--- config.mk ---
export PLATFORM = sky130hd
export DESIGN_NAME = cmfc_device_flat
export DESIGN_NICKNAME = d
export VERILOG_FILES = /design/src/cmfc_pkg.sv /design/src/cmfc_if.sv /design/src/cmfc_device.sv /design/src/flat_wrapper.sv
export SDC_FILE = /design/constraint.sdc
export NUM_CORES = 1
export LEC_CHECK = 0
export ABC_AREA = 1
export BUFFER_PORTS_ARGS = -buffer_cell sky130_fd_sc_hd__buf_4
export CORE_ASPECT_RATIO = 1.75
export CORE_UTILIZATION = 58
export DETAILED_ROUTE_END_ITERATION = 6
export GPL_ROUTABILITY_DRIVEN = 0
export HOLD_SLACK_MARGIN = 0.05
export PLACE_DENSITY = 0.85
export RECOVER_POWER = 25
export SYNTH_ARGS = -nofsm -noshare
export SYNTH_HDL_FRONTEND = slang
export SYNTH_SLANG_ARGS = --single-unit
--- constraint.sdc ---
create_clock -name clk -period 5.9 [get_ports clk]
set_clock_uncertainty 0.1 [all_clocks]
set_input_delay 1.18 -clock clk [delete_from_list [all_inputs] [get_ports clk]]
set_output_delay 1.18 -clock clk [all_outputs]
set_load 0.03 [all_outputs]
--- src/cmfc_pkg.sv ---
// cmfc_pkg: shared constants and types for the message FIFO control block
package cmfc_pkg;
   // ------------------------------------------------------------
   // register selection (index on regSel)
   // ------------------------------------------------------------
   localparam logic [1:0] REG_CTRL_HIGH = 2'h0;
   localparam logic [1:0] REG_CTRL_LOW = 2'h1;
   localparam logic [1:0] REG_STATUS = 2'h2;
   localparam int REG_W = 16;

   // ------------------------------------------------------------
   // field positions
   // ------------------------------------------------------------
   // control high
   localparam int PAYLOAD_LSB = 13;
   localparam int DEPTH_LSB = 8;
   localparam int RETRY_LSB = 5;
   localparam int PRIO_LSB = 0;
   // control low
   localparam int CLEAR_BIT = 10;
   localparam int SEND_BIT = 9;
   localparam int ADV_BIT = 8;
   localparam int DIR_BIT = 7;
   localparam int RTR_BIT = 6;
   localparam int TS_BIT = 5;
   // shared by enables (control low) and flags (status)
   localparam int EXH_BIT = 4;
   localparam int OVF_BIT = 3;
   localparam int EF_BIT = 2;
   localparam int HALF_BIT = 1;
   localparam int NFNE_BIT = 0;
   // status only
   localparam int INDEX_LSB = 8;
   localparam int ABORT_BIT = 7;
   localparam int ARB_BIT = 6;
   localparam int BERR_BIT = 5;

   // ------------------------------------------------------------
   // reset values and codes
   // ------------------------------------------------------------
   localparam logic [1:0] RETRY_RESET = 2'h3;
   localparam logic CLEAR_RESET = 1'b1;
   localparam logic [2:0] MODE_CONFIG = 3'h4;

   // effective retransmission behaviour handed to the engine
   typedef enum logic [1:0] {
      RETRY_NONE = 2'h0,
      RETRY_THREE = 2'h1,
      RETRY_UNLIMITED = 2'h3
   } cmfc_retry_t;

   // data bytes per message object, indexed by the payload code
   localparam logic [6:0] PAYLOAD_BYTES [8] = '{7'h08, 7'h0c, 7'h10, 7'h14, 7'h18, 7'h20, 7'h30, 7'h40};
endpackage

--- src/cmfc_if.sv ---
// cmfc_if: link between the FIFO control logic and the protocol engine
`timescale 1ns/100ps
`default_nettype none
interface cmfc_if (
   input wire logic clk,
   input wire logic reset
);
   import cmfc_pkg::*;
   // configuration and state driven by the FIFO control
   logic txMode;
   logic sendPending;
   logic abortRequest;
   logic [6:0] payloadBytes;
   logic [5:0] fifoDepth;
   cmfc_retry_t retryMode;
   logic [4:0] txPriority;
   logic timestampOn;
   logic [4:0] msgIndex;
   logic msgAvail;
   // events driven by the engine (one-cycle pulses)
   logic txDone;
   logic txAborted;
   logic txArbLost;
   logic txBusError;
   logic attemptsExhausted;
   logic rxStore;
   logic remoteReceived;

   modport device (
      input clk, reset,
      output txMode, sendPending, abortRequest, payloadBytes, fifoDepth, retryMode,
      output txPriority, timestampOn, msgIndex, msgAvail,
      input txDone, txAborted, txArbLost, txBusError, attemptsExhausted, rxStore, remoteReceived
   );
   modport engine (
      input clk, reset,
      input txMode, sendPending, abortRequest, payloadBytes, fifoDepth, retryMode,
      input txPriority, timestampOn, msgIndex, msgAvail,
      output txDone, txAborted, txArbLost, txBusError, attemptsExhausted, rxStore, remoteReceived
   );
endinterface
`default_nettype wire

--- src/cmfc_device.sv ---
// cmfc_device: control, status and occupancy logic of one message FIFO
// ------------------------------------------------------------
// ------------------------------------------------------------
`timescale 1ns/100ps
`default_nettype none
module cmfc_device
   import cmfc_pkg::*;
(
   // clock and reset
   input wire logic clk,
   input wire logic reset,
   // engine link
   cmfc_if.device link,
   // software register port
   input wire logic [1:0] regSel,
   input wire logic regWrite,
   input wire logic regRead,
   input wire logic [REG_W-1:0] regWdata,
   output logic [REG_W-1:0] regRdata,
   // controller-wide settings
   input wire logic [2:0] operatingMode,
   input wire logic retryLimitEnable,
   // interrupt request
   output logic fifoIrq
);
   // ------------------------------------------------------------
   // declarations
   // ------------------------------------------------------------
   logic [2:0] payloadSize_reg;
   logic [4:0] fifoDepth_reg;
   logic [1:0] retryLimit_reg;
   logic [4:0] txPriority_reg;
   logic fifoClear_reg;
   logic sendRequest_reg;
   logic pointerAdvance_reg;
   logic directionSelect_reg;
   logic remoteAutoReply_reg;
   logic rxTimestamp_reg;
   logic [4:0] intEnable_reg;
   logic [5:0] count_reg;
   logic [4:0] index_reg;
   logic abortedStatus_reg;
   logic arbLost_reg;
   logic busError_reg;
   logic exhaustedFlag_reg;
   logic overflowFlag_reg;
   logic abortRequest_reg;
   logic [REG_W-1:0] rdData_reg;
   logic irq_reg;
   logic cfgWritable;
   logic wrHigh;
   logic wrLow;
   logic wrStatus;
   logic rdStatus;
   logic [5:0] depth;
   logic isFull;
   logic isEmpty;
   logic txDoneEv;
   logic abortEv;
   logic storeOk;
   logic overflowEv;
   logic advanceAct;
   logic countInc;
   logic countDec;
   logic indexStep;
   logic [4:0] flags;
   logic [REG_W-1:0] statusWord;

   // ------------------------------------------------------------
   // decode and live FIFO state
   // ------------------------------------------------------------
   assign cfgWritable = (operatingMode == MODE_CONFIG);
   assign wrHigh = regWrite && (regSel == REG_CTRL_HIGH);
   assign wrLow = regWrite && (regSel == REG_CTRL_LOW);
   assign wrStatus = regWrite && (regSel == REG_STATUS);
   assign rdStatus = regRead && (regSel == REG_STATUS);
   assign depth = {1'b0, fifoDepth_reg} + 6'h01;
   assign isFull = (count_reg == depth);
   assign isEmpty = (count_reg == 6'h00);
   // engine events only count in the matching direction
   assign txDoneEv = link.txDone && directionSelect_reg && !fifoClear_reg;
   assign abortEv = link.txAborted && directionSelect_reg && !fifoClear_reg;
   assign storeOk = link.rxStore && !directionSelect_reg && !isFull && !fifoClear_reg;
   assign overflowEv = link.rxStore && !directionSelect_reg && isFull && !fifoClear_reg;
   assign advanceAct = pointerAdvance_reg && !fifoClear_reg;
   // tx: software queues at head, engine drains; rx: engine stores, software drains
   assign countInc = directionSelect_reg ? (advanceAct && !isFull) : storeOk;
   assign countDec = directionSelect_reg ? (txDoneEv && !isEmpty) : (advanceAct && !isEmpty);
   assign indexStep = directionSelect_reg ? (txDoneEv && !isEmpty) : storeOk;

   // occupancy flags follow the direction
   always_comb
   begin
      flags = 5'h00;
      flags[EXH_BIT] = exhaustedFlag_reg && directionSelect_reg;
      flags[OVF_BIT] = overflowFlag_reg && !directionSelect_reg;
      if (directionSelect_reg)
      begin
         flags[EF_BIT] = isEmpty;
         flags[HALF_BIT] = ({count_reg, 1'b0} <= {1'b0, depth});
         flags[NFNE_BIT] = !isFull;
      end
      else
      begin
         flags[EF_BIT] = isFull;
         flags[HALF_BIT] = ({count_reg, 1'b0} >= {1'b0, depth});
         flags[NFNE_BIT] = !isEmpty;
      end
   end

   // status word as seen by software
   always_comb
   begin
      statusWord = '0;
      statusWord[INDEX_LSB +: 5] = index_reg;
      statusWord[ABORT_BIT] = abortedStatus_reg;
      statusWord[ARB_BIT] = arbLost_reg;
      statusWord[BERR_BIT] = busError_reg;
      statusWord[4:0] = flags;
   end

   // ------------------------------------------------------------
   // configuration fields, held outside configuration mode
   // ------------------------------------------------------------
   always_ff @(posedge clk or posedge reset)
   begin
      if (reset)
      begin
         payloadSize_reg <= 3'h0;
         fifoDepth_reg <= 5'h00;
         retryLimit_reg <= RETRY_RESET;
         txPriority_reg <= 5'h00;
         rxTimestamp_reg <= 1'b0;
      end
      else if (cfgWritable)
      begin
         if (wrHigh)
         begin
            payloadSize_reg <= regWdata[PAYLOAD_LSB +: 3];
            fifoDepth_reg <= regWdata[DEPTH_LSB +: 5];
            retryLimit_reg <= regWdata[RETRY_LSB +: 2];
            txPriority_reg <= regWdata[PRIO_LSB +: 5];
         end
         if (wrLow)
            rxTimestamp_reg <= regWdata[TS_BIT];
      end
   end

   // direction, auto reply and interrupt enables
   always_ff @(posedge clk or posedge reset)
   begin
      if (reset)
      begin
         directionSelect_reg <= 1'b0;
         remoteAutoReply_reg <= 1'b0;
         intEnable_reg <= 5'h00;
      end
      else if (wrLow)
      begin
         directionSelect_reg <= regWdata[DIR_BIT];
         remoteAutoReply_reg <= regWdata[RTR_BIT];
         intEnable_reg <= regWdata[4:0];
      end
   end

   // ------------------------------------------------------------
   // self-clearing command bits
   // ------------------------------------------------------------
   // clear bit: set by software, serviced one cycle later
   always_ff @(posedge clk or posedge reset)
   begin
      if (reset)
         fifoClear_reg <= CLEAR_RESET;
      else if (wrLow && regWdata[CLEAR_BIT])
         fifoClear_reg <= 1'b1;
      else
         fifoClear_reg <= 1'b0;
   end

   // advance bit: acts in the cycle after the write, then drops
   always_ff @(posedge clk or posedge reset)
   begin
      if (reset)
         pointerAdvance_reg <= 1'b0;
      else
         pointerAdvance_reg <= wrLow && regWdata[ADV_BIT];
   end

   // send request: sets win over every clear
   always_ff @(posedge clk or posedge reset)
   begin
      if (reset)
         sendRequest_reg <= 1'b0;
      else if (remoteAutoReply_reg && directionSelect_reg && link.remoteReceived)
         sendRequest_reg <= 1'b1;
      else if (wrLow && directionSelect_reg && regWdata[SEND_BIT])
         sendRequest_reg <= 1'b1;
      else if (fifoClear_reg || !directionSelect_reg)
         sendRequest_reg <= 1'b0;
      else if (wrLow)
         sendRequest_reg <= 1'b0;
      else if (abortEv || (txDoneEv && count_reg == 6'h01 && !countInc))
         sendRequest_reg <= 1'b0;
   end

   // abort pulse toward the engine on a zero written over a pending request
   always_ff @(posedge clk or posedge reset)
   begin
      if (reset)
         abortRequest_reg <= 1'b0;
      else
         abortRequest_reg <= wrLow && directionSelect_reg && sendRequest_reg && !regWdata[SEND_BIT];
   end

   // ------------------------------------------------------------
   // occupancy count and message index
   // ------------------------------------------------------------
   always_ff @(posedge clk or posedge reset)
   begin
      if (reset)
      begin
         count_reg <= 6'h00;
         index_reg <= 5'h00;
      end
      else if (fifoClear_reg)
      begin
         count_reg <= 6'h00;
         index_reg <= 5'h00;
      end
      else
      begin
         if (countInc && !countDec)
            count_reg <= count_reg + 6'h01;
         else if (countDec && !countInc)
            count_reg <= count_reg - 6'h01;
         if (indexStep)
            index_reg <= (index_reg == fifoDepth_reg) ? 5'h00 : index_reg + 5'h01;
      end
   end

   // ------------------------------------------------------------
   // status bits
   // ------------------------------------------------------------
   // arbitration and bus error: latched on completion or abort only
   always_ff @(posedge clk or posedge reset)
   begin
      if (reset)
      begin
         arbLost_reg <= 1'b0;
         busError_reg <= 1'b0;
      end
      else if (fifoClear_reg)
      begin
         arbLost_reg <= 1'b0;
         busError_reg <= 1'b0;
      end
      else if (txDoneEv || abortEv)
      begin
         arbLost_reg <= link.txArbLost;
         busError_reg <= link.txBusError;
      end
   end

   // aborted status: set wins over its clears
   always_ff @(posedge clk or posedge reset)
   begin
      if (reset)
         abortedStatus_reg <= 1'b0;
      else if (abortEv)
         abortedStatus_reg <= 1'b1;
      else if (txDoneEv || rdStatus || wrStatus || fifoClear_reg || (wrLow && regWdata[SEND_BIT]))
         abortedStatus_reg <= 1'b0;
   end

   // sticky event flags: software writes zero to clear, set wins
   always_ff @(posedge clk or posedge reset)
   begin
      if (reset)
      begin
         exhaustedFlag_reg <= 1'b0;
         overflowFlag_reg <= 1'b0;
      end
      else
      begin
         if (link.attemptsExhausted && directionSelect_reg)
            exhaustedFlag_reg <= 1'b1;
         else if (fifoClear_reg || (wrStatus && !regWdata[EXH_BIT]))
            exhaustedFlag_reg <= 1'b0;
         if (overflowEv)
            overflowFlag_reg <= 1'b1;
         else if (fifoClear_reg || (wrStatus && !regWdata[OVF_BIT]))
            overflowFlag_reg <= 1'b0;
      end
   end

   // ------------------------------------------------------------
   // read data and interrupt
   // ------------------------------------------------------------
   always_ff @(posedge clk or posedge reset)
   begin
      if (reset)
         rdData_reg <= '0;
      else if (regRead)
         unique case (regSel)
            REG_CTRL_HIGH: rdData_reg <= {payloadSize_reg, fifoDepth_reg, 1'b0, retryLimit_reg, txPriority_reg};
            REG_CTRL_LOW: rdData_reg <= {5'h00, fifoClear_reg, sendRequest_reg, pointerAdvance_reg,
               directionSelect_reg, remoteAutoReply_reg, rxTimestamp_reg, intEnable_reg};
            REG_STATUS: rdData_reg <= statusWord;
            default: rdData_reg <= '0; // unmapped index reads zero
         endcase
   end

   // interrupt request from any enabled flag
   always_ff @(posedge clk or posedge reset)
   begin
      if (reset)
         irq_reg <= 1'b0;
      else
         irq_reg <= |(flags & intEnable_reg);
   end

   assign regRdata = rdData_reg;
   assign fifoIrq = irq_reg;

   // ------------------------------------------------------------
   // link outputs
   // ------------------------------------------------------------
   assign link.txMode = directionSelect_reg;
   assign link.sendPending = sendRequest_reg && directionSelect_reg;
   assign link.abortRequest = abortRequest_reg;
   assign link.payloadBytes = PAYLOAD_BYTES[payloadSize_reg];
   assign link.fifoDepth = depth;
   assign link.retryMode = !retryLimitEnable ? RETRY_UNLIMITED : (retryLimit_reg == 2'h0) ? RETRY_NONE :
      (retryLimit_reg == 2'h1) ? RETRY_THREE : RETRY_UNLIMITED;
   assign link.txPriority = txPriority_reg;
   assign link.timestampOn = rxTimestamp_reg && !directionSelect_reg;
   assign link.msgIndex = index_reg;
   assign link.msgAvail = directionSelect_reg ? !isEmpty : !isFull;
endmodule
`default_nettype wire

--- src/flat_wrapper.sv ---
// flat-port wrapper written by rule: the top's interface ports become plain ports
module cmfc_device_flat import cmfc_pkg::*;
  (clk, reset, regSel, regWrite, regRead, regWdata, regRdata, operatingMode, retryLimitEnable, fifoIrq, link_txMode, link_sendPending, link_abortRequest, link_payloadBytes, link_fifoDepth, link_retryMode, link_txPriority, link_timestampOn, link_msgIndex, link_msgAvail, link_txDone, link_txAborted, link_txArbLost, link_txBusError, link_attemptsExhausted, link_rxStore, link_remoteReceived);
  cmfc_if link_i (.clk(clk), .reset(reset));
  input wire logic clk;
  input wire logic reset;
  input wire logic [1:0] regSel;
  input wire logic regWrite;
  input wire logic regRead;
  input wire logic [REG_W-1:0] regWdata;
  output logic [REG_W-1:0] regRdata;
  input wire logic [2:0] operatingMode;
  input wire logic retryLimitEnable;
  output logic fifoIrq;
  output wire logic [$bits(link_i.txMode)-1:0] link_txMode;
  output wire logic [$bits(link_i.sendPending)-1:0] link_sendPending;
  output wire logic [$bits(link_i.abortRequest)-1:0] link_abortRequest;
  output wire logic [$bits(link_i.payloadBytes)-1:0] link_payloadBytes;
  output wire logic [$bits(link_i.fifoDepth)-1:0] link_fifoDepth;
  output wire logic [$bits(link_i.retryMode)-1:0] link_retryMode;
  output wire logic [$bits(link_i.txPriority)-1:0] link_txPriority;
  output wire logic [$bits(link_i.timestampOn)-1:0] link_timestampOn;
  output wire logic [$bits(link_i.msgIndex)-1:0] link_msgIndex;
  output wire logic [$bits(link_i.msgAvail)-1:0] link_msgAvail;
  input wire logic [$bits(link_i.txDone)-1:0] link_txDone;
  input wire logic [$bits(link_i.txAborted)-1:0] link_txAborted;
  input wire logic [$bits(link_i.txArbLost)-1:0] link_txArbLost;
  input wire logic [$bits(link_i.txBusError)-1:0] link_txBusError;
  input wire logic [$bits(link_i.attemptsExhausted)-1:0] link_attemptsExhausted;
  input wire logic [$bits(link_i.rxStore)-1:0] link_rxStore;
  input wire logic [$bits(link_i.remoteReceived)-1:0] link_remoteReceived;
  assign link_txMode = link_i.txMode;
  assign link_sendPending = link_i.sendPending;
  assign link_abortRequest = link_i.abortRequest;
  assign link_payloadBytes = link_i.payloadBytes;
  assign link_fifoDepth = link_i.fifoDepth;
  assign link_retryMode = link_i.retryMode;
  assign link_txPriority = link_i.txPriority;
  assign link_timestampOn = link_i.timestampOn;
  assign link_msgIndex = link_i.msgIndex;
  assign link_msgAvail = link_i.msgAvail;
  assign link_i.txDone = link_txDone;
  assign link_i.txAborted = link_txAborted;
  assign link_i.txArbLost = link_txArbLost;
  assign link_i.txBusError = link_txBusError;
  assign link_i.attemptsExhausted = link_attemptsExhausted;
  assign link_i.rxStore = link_rxStore;
  assign link_i.remoteReceived = link_remoteReceived;
  cmfc_device u_core (.clk(clk), .reset(reset), .link(link_i), .regSel(regSel), .regWrite(regWrite), .regRead(regRead), .regWdata(regWdata), .regRdata(regRdata), .operatingMode(operatingMode), .retryLimitEnable(retryLimitEnable), .fifoIrq(fifoIrq));
endmodule
==> results of run 1 <==
## worst paths after layout
kind                                       endpoint                     start  cells after the start  slack [ns]
min                        u_core.retryLimit_reg[0]  u_core.retryLimit_reg[0]                      2        0.39
max reg2reg                     u_core.count_reg[4]   u_core.fifoDepth_reg[0]                     15        2.98
min in group asynchronous   u_core.link.msgIndex[3]                     reset                      3        1.93
max in group clk                      link_msgAvail   u_core.fifoDepth_reg[0]                     10        2.37
min reg2reg                u_core.retryLimit_reg[0]  u_core.retryLimit_reg[0]                      2        0.39
max                              u_core.regRdata[2]                     reset                      3        1.99
## cell usage in the layout (no fill, tap or decap), drive strengths merged, types with 5 or more instances in the layout
cell type	Yosys	layout
nand2	127	127
buf	9	76
inv	63	63
dfrtp	57	57
o21ai	49	49
nor2	35	35
nand3	31	31
a21oi	20	20
clkbuf	7	14
nor3	11	11
ha	11	11
nand4	6	6
xor2	5	5
## stage by stage
step / utilization [%] / hold slack [ns] / total power, µW
2_1_floorplan: - / 0.3593 / 1104
3_3_place_gp: 71.62 / 0.3641 / 1304
3_5_place_dp: 71.62 / 0.3711 / 1334
4_1_cts: 75.49 / 0.3886 / 1744
5_1_grt: 75.42 / 0.4128 / 1860
6_report: 75.42 / 0.3890 / 1744
## power by group
group / internal, µW / switching [µW] / leakage (µW) / total (µW)
logic: 265 / 440 / 0.00136 / 705
clock network: 249 / 158 / 0.000107 / 407
registers: 506 / 126 / 0.000747 / 632
total: 1020 / 723 / 0.00221 / 1740
## metal layers
metal	up-vias	wire length, µm	global-route usage (%)
li1	1624	-	-
met1	1586	3242	36.09
met2	145	4919	54.00
met3	29	501	7.366
met4	0	311	15.45
met5	-	0	0
## worst min-delay path, delay by kind of cell, from the launching register on
kind / cells / cell delay, ns
flops: 1 / 0.38
compound gates: 1 / 0.06
simple gates: 1 / 0.05
## logic make-up after synthesis
group,after synthesis,share of synthesized area (%)
xor+xnor,8,2.043
buf+inv,80,9.376
simple gates,217,27.76
compound gates,81,12.81
fa+ha+maj,11,4.013
other cells,1,0.1093
flops,60,43.89
## area by class of cell
type / instances / area (µm²)
tap: 76 / 95.09
fill: 431 / 1384
timing repair buffer: 78 / 581.8
clock inverter: 4 / 72.57
multi-input combinational: 319 / 1607
inverter: 64 / 240.2
sequential: 60 / 1505
clock buffer: 12 / 145.1
==> flow_summary_export.csv, run 1 <==
group,metric,value,unit
finish,final_cell_area,4247,µm²
routing,drc,0,
cts,cts_setup_buffers,0,
sta,finalSetupTns,0,ns
finish,largest_register_ffs,16,
critical_path,cp.required,5.55,ns
critical_path,crit_path_cell_trace,"clkbuf_4, inv_1, clkbuf_1",
sta,clock.fmax,0.2556,GHz
routing,ant_nets,0,
floorplan,num_io_pins,80,
synth,synth_commonest_cells,"nand2_1, inv_1, dfrtp_1",
synth,synth.largest_area_cell,"dfrtp_1",
global_routing,grt_max_degree,61,
cts,cts_resized,0,
global_routing,grt_pass1_wl,15180,µm
routing,via_per_inst,5.520,
floorplan,core_area,5630,µm²
placement,dpl.hpwl,6729,µm
synth,synth_most_common_cell,"nand2_1",
sta,setup_viol,0,
synth,dominantRegCellSynth,"dfrtp_1",
sta,rsz0062_at_grt,"false",
critical_path,max_stage_delay,2.18,ns
critical_path,path_max_fanout,60,
finish,drive_above_1_share,20.30,%
routing,dr.first_iter.drc_count,163,
flow_run,drv_cap,1,
sta,maxSlewHeadroom,-108.9,%
routing,wirelength,8974,µm
floorplan,die-width,60.13,µm
critical_path,cp_slowest_cell,"clkbuf_1",
critical_path,crit_buf_inv,3,
placement,dp_slack,2.518,ns
critical_path,path_class,"input pin to async pin",
sta,slew_violations,61,
finish,n_antenna_cell,0,
synth,ys_seq_area_share,43.89,%
sta,period_needed,3.912,ns
floorplan,row_count,36,
synth,synth-async-reset-ratio,100.0,%
sta,finalHoldViolCount,0,
cts,cts.sinks,60,
global_routing,grt-ovfl-total,0,
cts,clk_pin_slew,0.07,ns
global_routing,grtUsageTotal,31.98,%
cts,clk_latency,0.34,ns
critical_path,start_kind,"input pin",
cts,holdBufCountCts,0,
synth,synth_cells,458,
synth,synth_area_per_cell,7.488,µm²
synth,synth_cell_types,35,
critical_path,cp.arrival,3.56,ns
global_routing,antenna_found_initial,0,
sta,worst_slack,1.988,ns
critical_path,cp_top_family,"buffers and inverters",
synth,yosys.area.top_type_share,41.59,%
critical_path,crit_path_end_kind,"async pin",
power,p_leak,0.002210,µW
routing,wl_per_cell,14.64,µm
synth,yosys-top-cells-area,"dfrtp_1, nand2_1, inv_1",
routing,vias,3384,
status,status,"complete, but fails checks",
cts,root_buffer,"clkbuf_8",
hold_path,min_path_type,"flip-flop to flip-flop",
finish,finalNetCount,576,
synth,syn_area,3430,µm²
routing,dr.pass1.iters,6,
sta,tightest_slew,3.133,ns
floorplan,dieArea,6236,µm²
synth,synth-warning-count,0,
synth,ys_ff_latch,60,
power,irDropWorstVdd,279.5,µV
sta,fin_crit_sh,66.31,%
placement,dpl_cell_area,4033,µm²
cts,htreeDepth,3,
global_routing,grt_pass1_vias,3386,
floorplan,start_util,60.91,%
status,violations,"max-capacitance violations, max-slew violations",
floorplan,die_h,103.7,µm
finish,area_growth,23.82,%
cts,numCtsBuffers,9,
placement,numPortBuffers,77,
synth,synth-edff-count,0,
power,p_per_area,410.6,nW/µm²
placement,dp_cells,597,
finish,fin_cells,613,
cts,clk_path_buf_depth,2,
cts,cts_tree,"done",
(Power assumes the default switching activity.)
==> run 2, diff against run 1 <==
--- a/config.mk
+++ b/config.mk
@@ -8,11 +8,11 @@
 export ABC_AREA = 1
 export BUFFER_PORTS_ARGS = -buffer_cell sky130_fd_sc_hd__buf_4
 export CORE_ASPECT_RATIO = 1.75
-export CORE_UTILIZATION = 58
+export CORE_UTILIZATION = 54
 export DETAILED_ROUTE_END_ITERATION = 6
 export GPL_ROUTABILITY_DRIVEN = 0
 export HOLD_SLACK_MARGIN = 0.05
-export PLACE_DENSITY = 0.85
+export PLACE_DENSITY = 0.8
 export RECOVER_POWER = 25
 export SYNTH_ARGS = -nofsm -noshare
 export SYNTH_HDL_FRONTEND = slang
==> constraint.sdc (replaced) <==
create_clock -name clk -period 3.65 [get_ports clk]
set_clock_uncertainty 0.1 [all_clocks]
set_input_delay 0.73 -clock clk [delete_from_list [all_inputs] [get_ports clk]]
set_output_delay 0.73 -clock clk [all_outputs]
set_load 0.03 [all_outputs]
==> flow_summary_export.csv, run 2 (synthesis gave the netlist of run 1 again) <==
group,metric,value,unit
status,status,"complete, but fails checks",
status,violations,"max-capacitance violations, max-slew violations",
cts,root_buffer,"clkbuf_8",
routing,ant_nets,0,
sta,slew_violations,51,
critical_path,cp.arrival,2.23,ns
global_routing,grt_pass1_wl,15040,µm
power,clkPwrFrac,21.1,%
power,p_leak,0.002211,µW
sta,maxSlewHeadroom,-24.34,%
power,irDropWorstVdd,426.9,µV
global_routing,grt_pass1_vias,3273,
routing,drc,0,
hold_path,min_path_type,"flip-flop to flip-flop",
sta,finalHoldViolCount,0,
placement,numPortBuffers,77,
critical_path,crit_path_end_kind,"output port",
power,switchingPower,1168,µW
critical_path,path_max_fanout,9,
global_routing,grt_max_degree,51,
sta,finalSetupTns,0,ns
power,comb_power_share,41.3,%
floorplan,die_h,107.4,µm
placement,dpl_cell_area,4068,µm²
routing,wirelength,9140,µm
routing,vias,3403,
finish,n_antenna_cell,0,
global_routing,grtUsageTotal,29.64,%
floorplan,core_area,6181,µm²
critical_path,start_kind,"flip-flop",
sta,fin_crit_sh,83.90,%
routing,wl_met2,4913,µm
sta,setup_viol,0,
floorplan,die-width,62.24,µm
floorplan,row_count,38,
routing,dr.pass1.iters,7,
routing,wl_met1,3226,µm
power,p_int,1563,µW
finish,final_common_cell,"nand2_1",
cts,numCtsBuffers,9,
routing,wl_per_cell,14.74,µm
routing,dr.max_layer_used,"met4",
finish,final_cell_mix,"nand2_1, buf_4, inv_1",
global_routing,grt-ovfl-total,0,
routing,wl_met3,506,µm
sta,tightest_slew,1.863,ns
global_routing,antenna_found_initial,0,
cts,cts.sinks,60,
power,power_frac_seq,37.6,%
finish,final_cell_area,4240,µm²
critical_path,r2r_slack,0.78,ns
cts,cts_tree,"done",
critical_path,path_class,"flip-flop to output port",
sta,period_needed,3.062,ns
cts,holdBufCountCts,0,
finish,area_growth,23.64,%
floorplan,num_io_pins,80,
cts,clk_pin_slew,0.07,ns
cts,clk_path_buf_depth,2,
power,switching_share,42.76,%
power,p_per_area,644.1,nW/µm²
routing,via_per_inst,5.489,
placement,dp_slack,0.8484,ns
finish,fillers,580,
sta,rsz0062_at_grt,"false",
floorplan,start_util,55.49,%
flow_run,drv_cap,1,
cts,clk_latency,0.35,ns
sta,worst_slack,0.5878,ns
sta,clock.fmax,0.3266,GHz
floorplan,dieArea,6686,µm²
cts,htreeDepth,3,
sta,holdWs,0.3872,ns
critical_path,cp.required,2.82,ns
placement,dpl.hpwl,6895,µm
finish,finalNetCount,580,
finish,drive_above_1_share,20.00,%
cts,cts_resized,0,
finish,largest_register_ffs,16,
cts,cts_setup_buffers,0,
routing,dr.first_iter.drc_count,235,
run 2: cell count changes in the layout (fill, tap and decap cells not counted), sizes merged:
cell,delta
clkbuf,+5
bufinv,-2
clkinvlp,-1
buf,+1
run 2: area by class of cell:
type | count | area [µm²] | share of cell area [%]
Clock buffer | 14 | 182.7 | 4.308
Clock inverter | 1 | 5.005 | 0.1180
Inverter | 64 | 240.2 | 5.665
Multi-Input combinational cell | 319 | 1607 | 37.89
Sequential cell | 60 | 1505 | 35.50
Tap cell | 80 | 100.1 | 2.361
Timing Repair Buffer | 82 | 600.6 | 14.16
run 2: final timing paths:
kind,from,endpoint,depth (start not counted)
min in group asynchronous,reset,u_core.regRdata[3],2
setup reg to reg,u_core.fifoDepth_reg[0],u_core.count_reg[5],13
setup / recovery,u_core.fifoDepth_reg[0],link_msgAvail,10
hold / removal,u_core.regRdata[4],u_core.regRdata[4],2
max in group asynchronous,reset,u_core.link.msgIndex[1],2
hold reg to reg,u_core.regRdata[4],u_core.regRdata[4],2
run 2: power by group through the flow:
stage	clock network [µW]	logic [µW]	registers [µW]
finish	575	1130	1030
global placement	0	1100	1030
floorplan	0	708	1080
global route	606	1260	1050
detailed placement	0	1130	1030
CTS	581	1130	1020
run 2: worst max-delay path, cell delays in order (launching register included):
cell and delay, ns:
dfrtp_1 0.53, ha_1 0.28, nand2_1 0.08, nand2_2 0.11, xor2_1 0.18, nand3_1 0.10, nor2_2 0.13, nand2_2 0.11
nand2_1 0.11, nand2_1 0.09, buf_4 0.17
run 2: layer usage:
layer  global-route usage [%]  up-vias
met5                        0        -
met4                    22.76        0
met3                    4.131       31
met2                    52.67      148
met1                    31.35     1595
li1                         -     1629
run 2: metrics by stage:
step	utilization (%)	total power, µW	cells
after global routing	68.60	2913	620
after CTS	68.85	2736	620
after detailed placement	65.81	2159	605
after global placement	65.81	2126	605
after floorplan	-	1785	459
final	68.60	2731	620
==> run 3, diff against run 2 <==
--- a/config.mk
+++ b/config.mk
@@ -8,11 +8,11 @@
 export ABC_AREA = 1
 export BUFFER_PORTS_ARGS = -buffer_cell sky130_fd_sc_hd__buf_4
 export CORE_ASPECT_RATIO = 1.75
-export CORE_UTILIZATION = 54
+export CORE_UTILIZATION = 49
 export DETAILED_ROUTE_END_ITERATION = 6
 export GPL_ROUTABILITY_DRIVEN = 0
 export HOLD_SLACK_MARGIN = 0.05
-export PLACE_DENSITY = 0.8
+export PLACE_DENSITY = 0.77
 export RECOVER_POWER = 25
 export SYNTH_ARGS = -nofsm -noshare
 export SYNTH_HDL_FRONTEND = slang
==> constraint.sdc (replaced) <==
create_clock -name clk -period 2.6 [get_ports clk]
set_clock_uncertainty 0.1 [all_clocks]
set_input_delay 0.52 -clock clk [delete_from_list [all_inputs] [get_ports clk]]
set_output_delay 0.52 -clock clk [all_outputs]
set_load 0.03 [all_outputs]
==> flow_summary_export.csv, run 3 (synthesis gave the netlist of run 1 again) <==
group,metric,value,unit
sta,fin_crit_sh,100.1,%
cts,clk_pin_slew,0.05,ns
routing,dr.first_iter.drc_count,281,
critical_path,path_class,"flip-flop to output port",
routing,wirelength,9759,µm
critical_path,max_stage_delay,0.39,ns
critical_path,cp_slowest_cell,"dfrtp_1",
sta,setup_viol,1,
sta,maxSlewHeadroom,28.83,%
critical_path,cp.required,1.98,ns
finish,seq_area,1506,µm²
placement,dpl.hpwl,7344,µm
status,violations,"negative setup slack",
floorplan,start_util,50.39,%
placement,dpl_cell_area,4170,µm²
finish,multi_input_area,1658,µm²
sta,rsz0062_at_grt,"true",
floorplan,dieArea,7351,µm²
floorplan,num_io_pins,80,
cts,cts_tree,"done",
finish,final_cell_mix,"nand2_1, buf_4, inv_1, dfrtp_1, o21ai_0",
critical_path,cp.arrival,1.98,ns
cts,clk_path_buf_depth,2,
critical_path,timing.rr.start,"u_core.fifoDepth_reg[0]",
global_routing,grtUsageTotal,27.96,%
hold_path,min_path_type,"input pin to flip-flop",
placement,dp_cells,620,
power,p_int,2563,µW
finish,n_antenna_cell,0,
global_routing,grt-ovfl-total,0,
sta,worst_slack,-0.002558,ns
finish,drive_above_1_share,26.57,%
sta,slew_violations,0,
hold_path,hold_start,"regWdata[9]",
finish,final_cell_area,4538,µm²
routing,ant_nets,0,
cts,numCtsBuffers,9,
finish,fin_cells,641,
sta,tightest_slew,1.066,ns
critical_path,path_common_cell,"nand2_2",
sta,period_needed,2.603,ns
cts,holdBufCountCts,0,
power,p_per_area,951.6,nW/µm²
critical_path,crit_path_end_kind,"output port",
finish,post-route-util,66.67,%
finish,finalNetCount,596,
sta,finalHoldViolCount,0,
status,status,"complete, but fails checks",
cts,root_buffer,"clkbuf_16",
cts,htreeDepth,3,
power,clkPwrFrac,26.0,%
floorplan,core_area,6807,µm²
global_routing,antenna_found_initial,0,
cts,cts.sinks,60,
critical_path,cp_top_family,"simple AND/OR/NAND/NOR gates",
routing,drc,0,
critical_path,r2r_slack,0.07,ns
global_routing,grt_max_degree,32,
flow_run,drv_cap,0,
finish,largest_register_ffs,16,
critical_path,start_kind,"flip-flop",
routing,vias,3523,
floorplan,die_h,112.7,µm
critical_path,crit_start,"u_core.fifoDepth_reg[0]",
routing,dr.pass1.iters,7,
placement,numPortBuffers,77,
critical_path,path_max_fanout,5,
finish,fillers,625,
global_routing,grt_pass1_vias,3338,
finish,area_growth,32.32,%
cts,clk_latency,0.33,ns
power,switchingPower,1756,µW
routing,via_per_inst,5.496,
routing,wl_per_cell,15.22,µm
power,switching_share,40.65,%
power,comb_power_share,41.3,%
global_routing,grt_pass1_wl,15400,µm
sta,clock.fmax,0.3842,GHz
power,irDropWorstVdd,559.6,µV
power,p_leak,0.002346,µW
critical_path,crit_buf_inv,2,
finish,final_common_cell,"nand2_1",
power,power_frac_seq,32.7,%
critical_path,crit_path_cell_trace,"ha_2, inv_2, nand2_2, nand2_2, xor2_1, nand3_1, nor2_2, nand2_2, nand2_2, nand2_2, buf_6",
floorplan,die-width,65.24,µm
floorplan,row_count,40,
==> run 3: power groups by stage <==
stage	Combinational [µW]	Sequential, µW	Clock [µW]
2_1_floorplan	996	1510	0
3_3_place_gp	1640	1420	0
3_5_place_dp	1680	1420	0
4_1_cts	1700	1410	1140
5_1_grt	1950	1440	1170
6_report	1780	1410	1120
==> run 3: worst reg2reg max path, cell delays in order, from the launching register on <==
cell     delay (ns)
dfrtp_1        0.39
ha_2           0.21
inv_2          0.05
nand2_2        0.04
nand2_2        0.08
xor2_1         0.15
nand3_1        0.10
nor2_2         0.17
nand2_2        0.13
nand4_1        0.17
nand2_2        0.09
ha_4           0.19
nor2_1         0.23
nor4_2         0.09
o21ai_0        0.14
a21oi_1        0.06
==> run 3: routing by layer <==
metal / GRT usage [%] / wire, µm / up-vias
met2: 49.69 / 5293 / 151
met4: 16.81 / 484 / 0
li1: - / - / 1668
met3: 4.980 / 519 / 47
met5: 0 / 0 / -
met1: 29.61 / 3461 / 1657
==> run 3: layout make-up <==
class	instances	area share [%]
Clock inverter	4	0.4963
Tap cell	84	2.316
Sequential cell	60	33.20
Timing Repair Buffer	98	16.24
Inverter	64	5.349
Clock buffer	12	5.873
Multi-Input combinational cell	319	36.53
==> run 3: worst paths after layout <==
path	end	depth (start not counted)
worst max-delay path	link_msgAvail	11
worst max register to register	u_core.count_reg[5]	15
worst min-delay path	u_core.link.abortRequest	2
worst min register to register	u_core.regRdata[2]	2
min in group asynchronous	u_core.regRdata[2]	2
max in group asynchronous	u_core.fifoDepth_reg[2]	3
==> run 3: timing repair <==
| action | CTS | global route |
|---|---|---|
| gates resized for setup | 1 | 19 |
| buffers inserted | 0 | 5 |
| pin swaps | 0 | 11 |
| endpoints found under the setup margin | 1 | 5 |
==> run 3: through the flow <==
stage                TNS [ns]  setup WS [ns]  hold slack, ns  total power [µW]
CTS                 -0.008820      -0.008820          0.2006              4247
global placement            0         0.1379          0.3732              3055
floorplan                   0        0.07159          0.3593              2508
finish              -0.002558      -0.002558          0.2520              4319
detailed placement          0        0.04184          0.3795              3107
global route          -0.6358        -0.1581          0.2490              4567
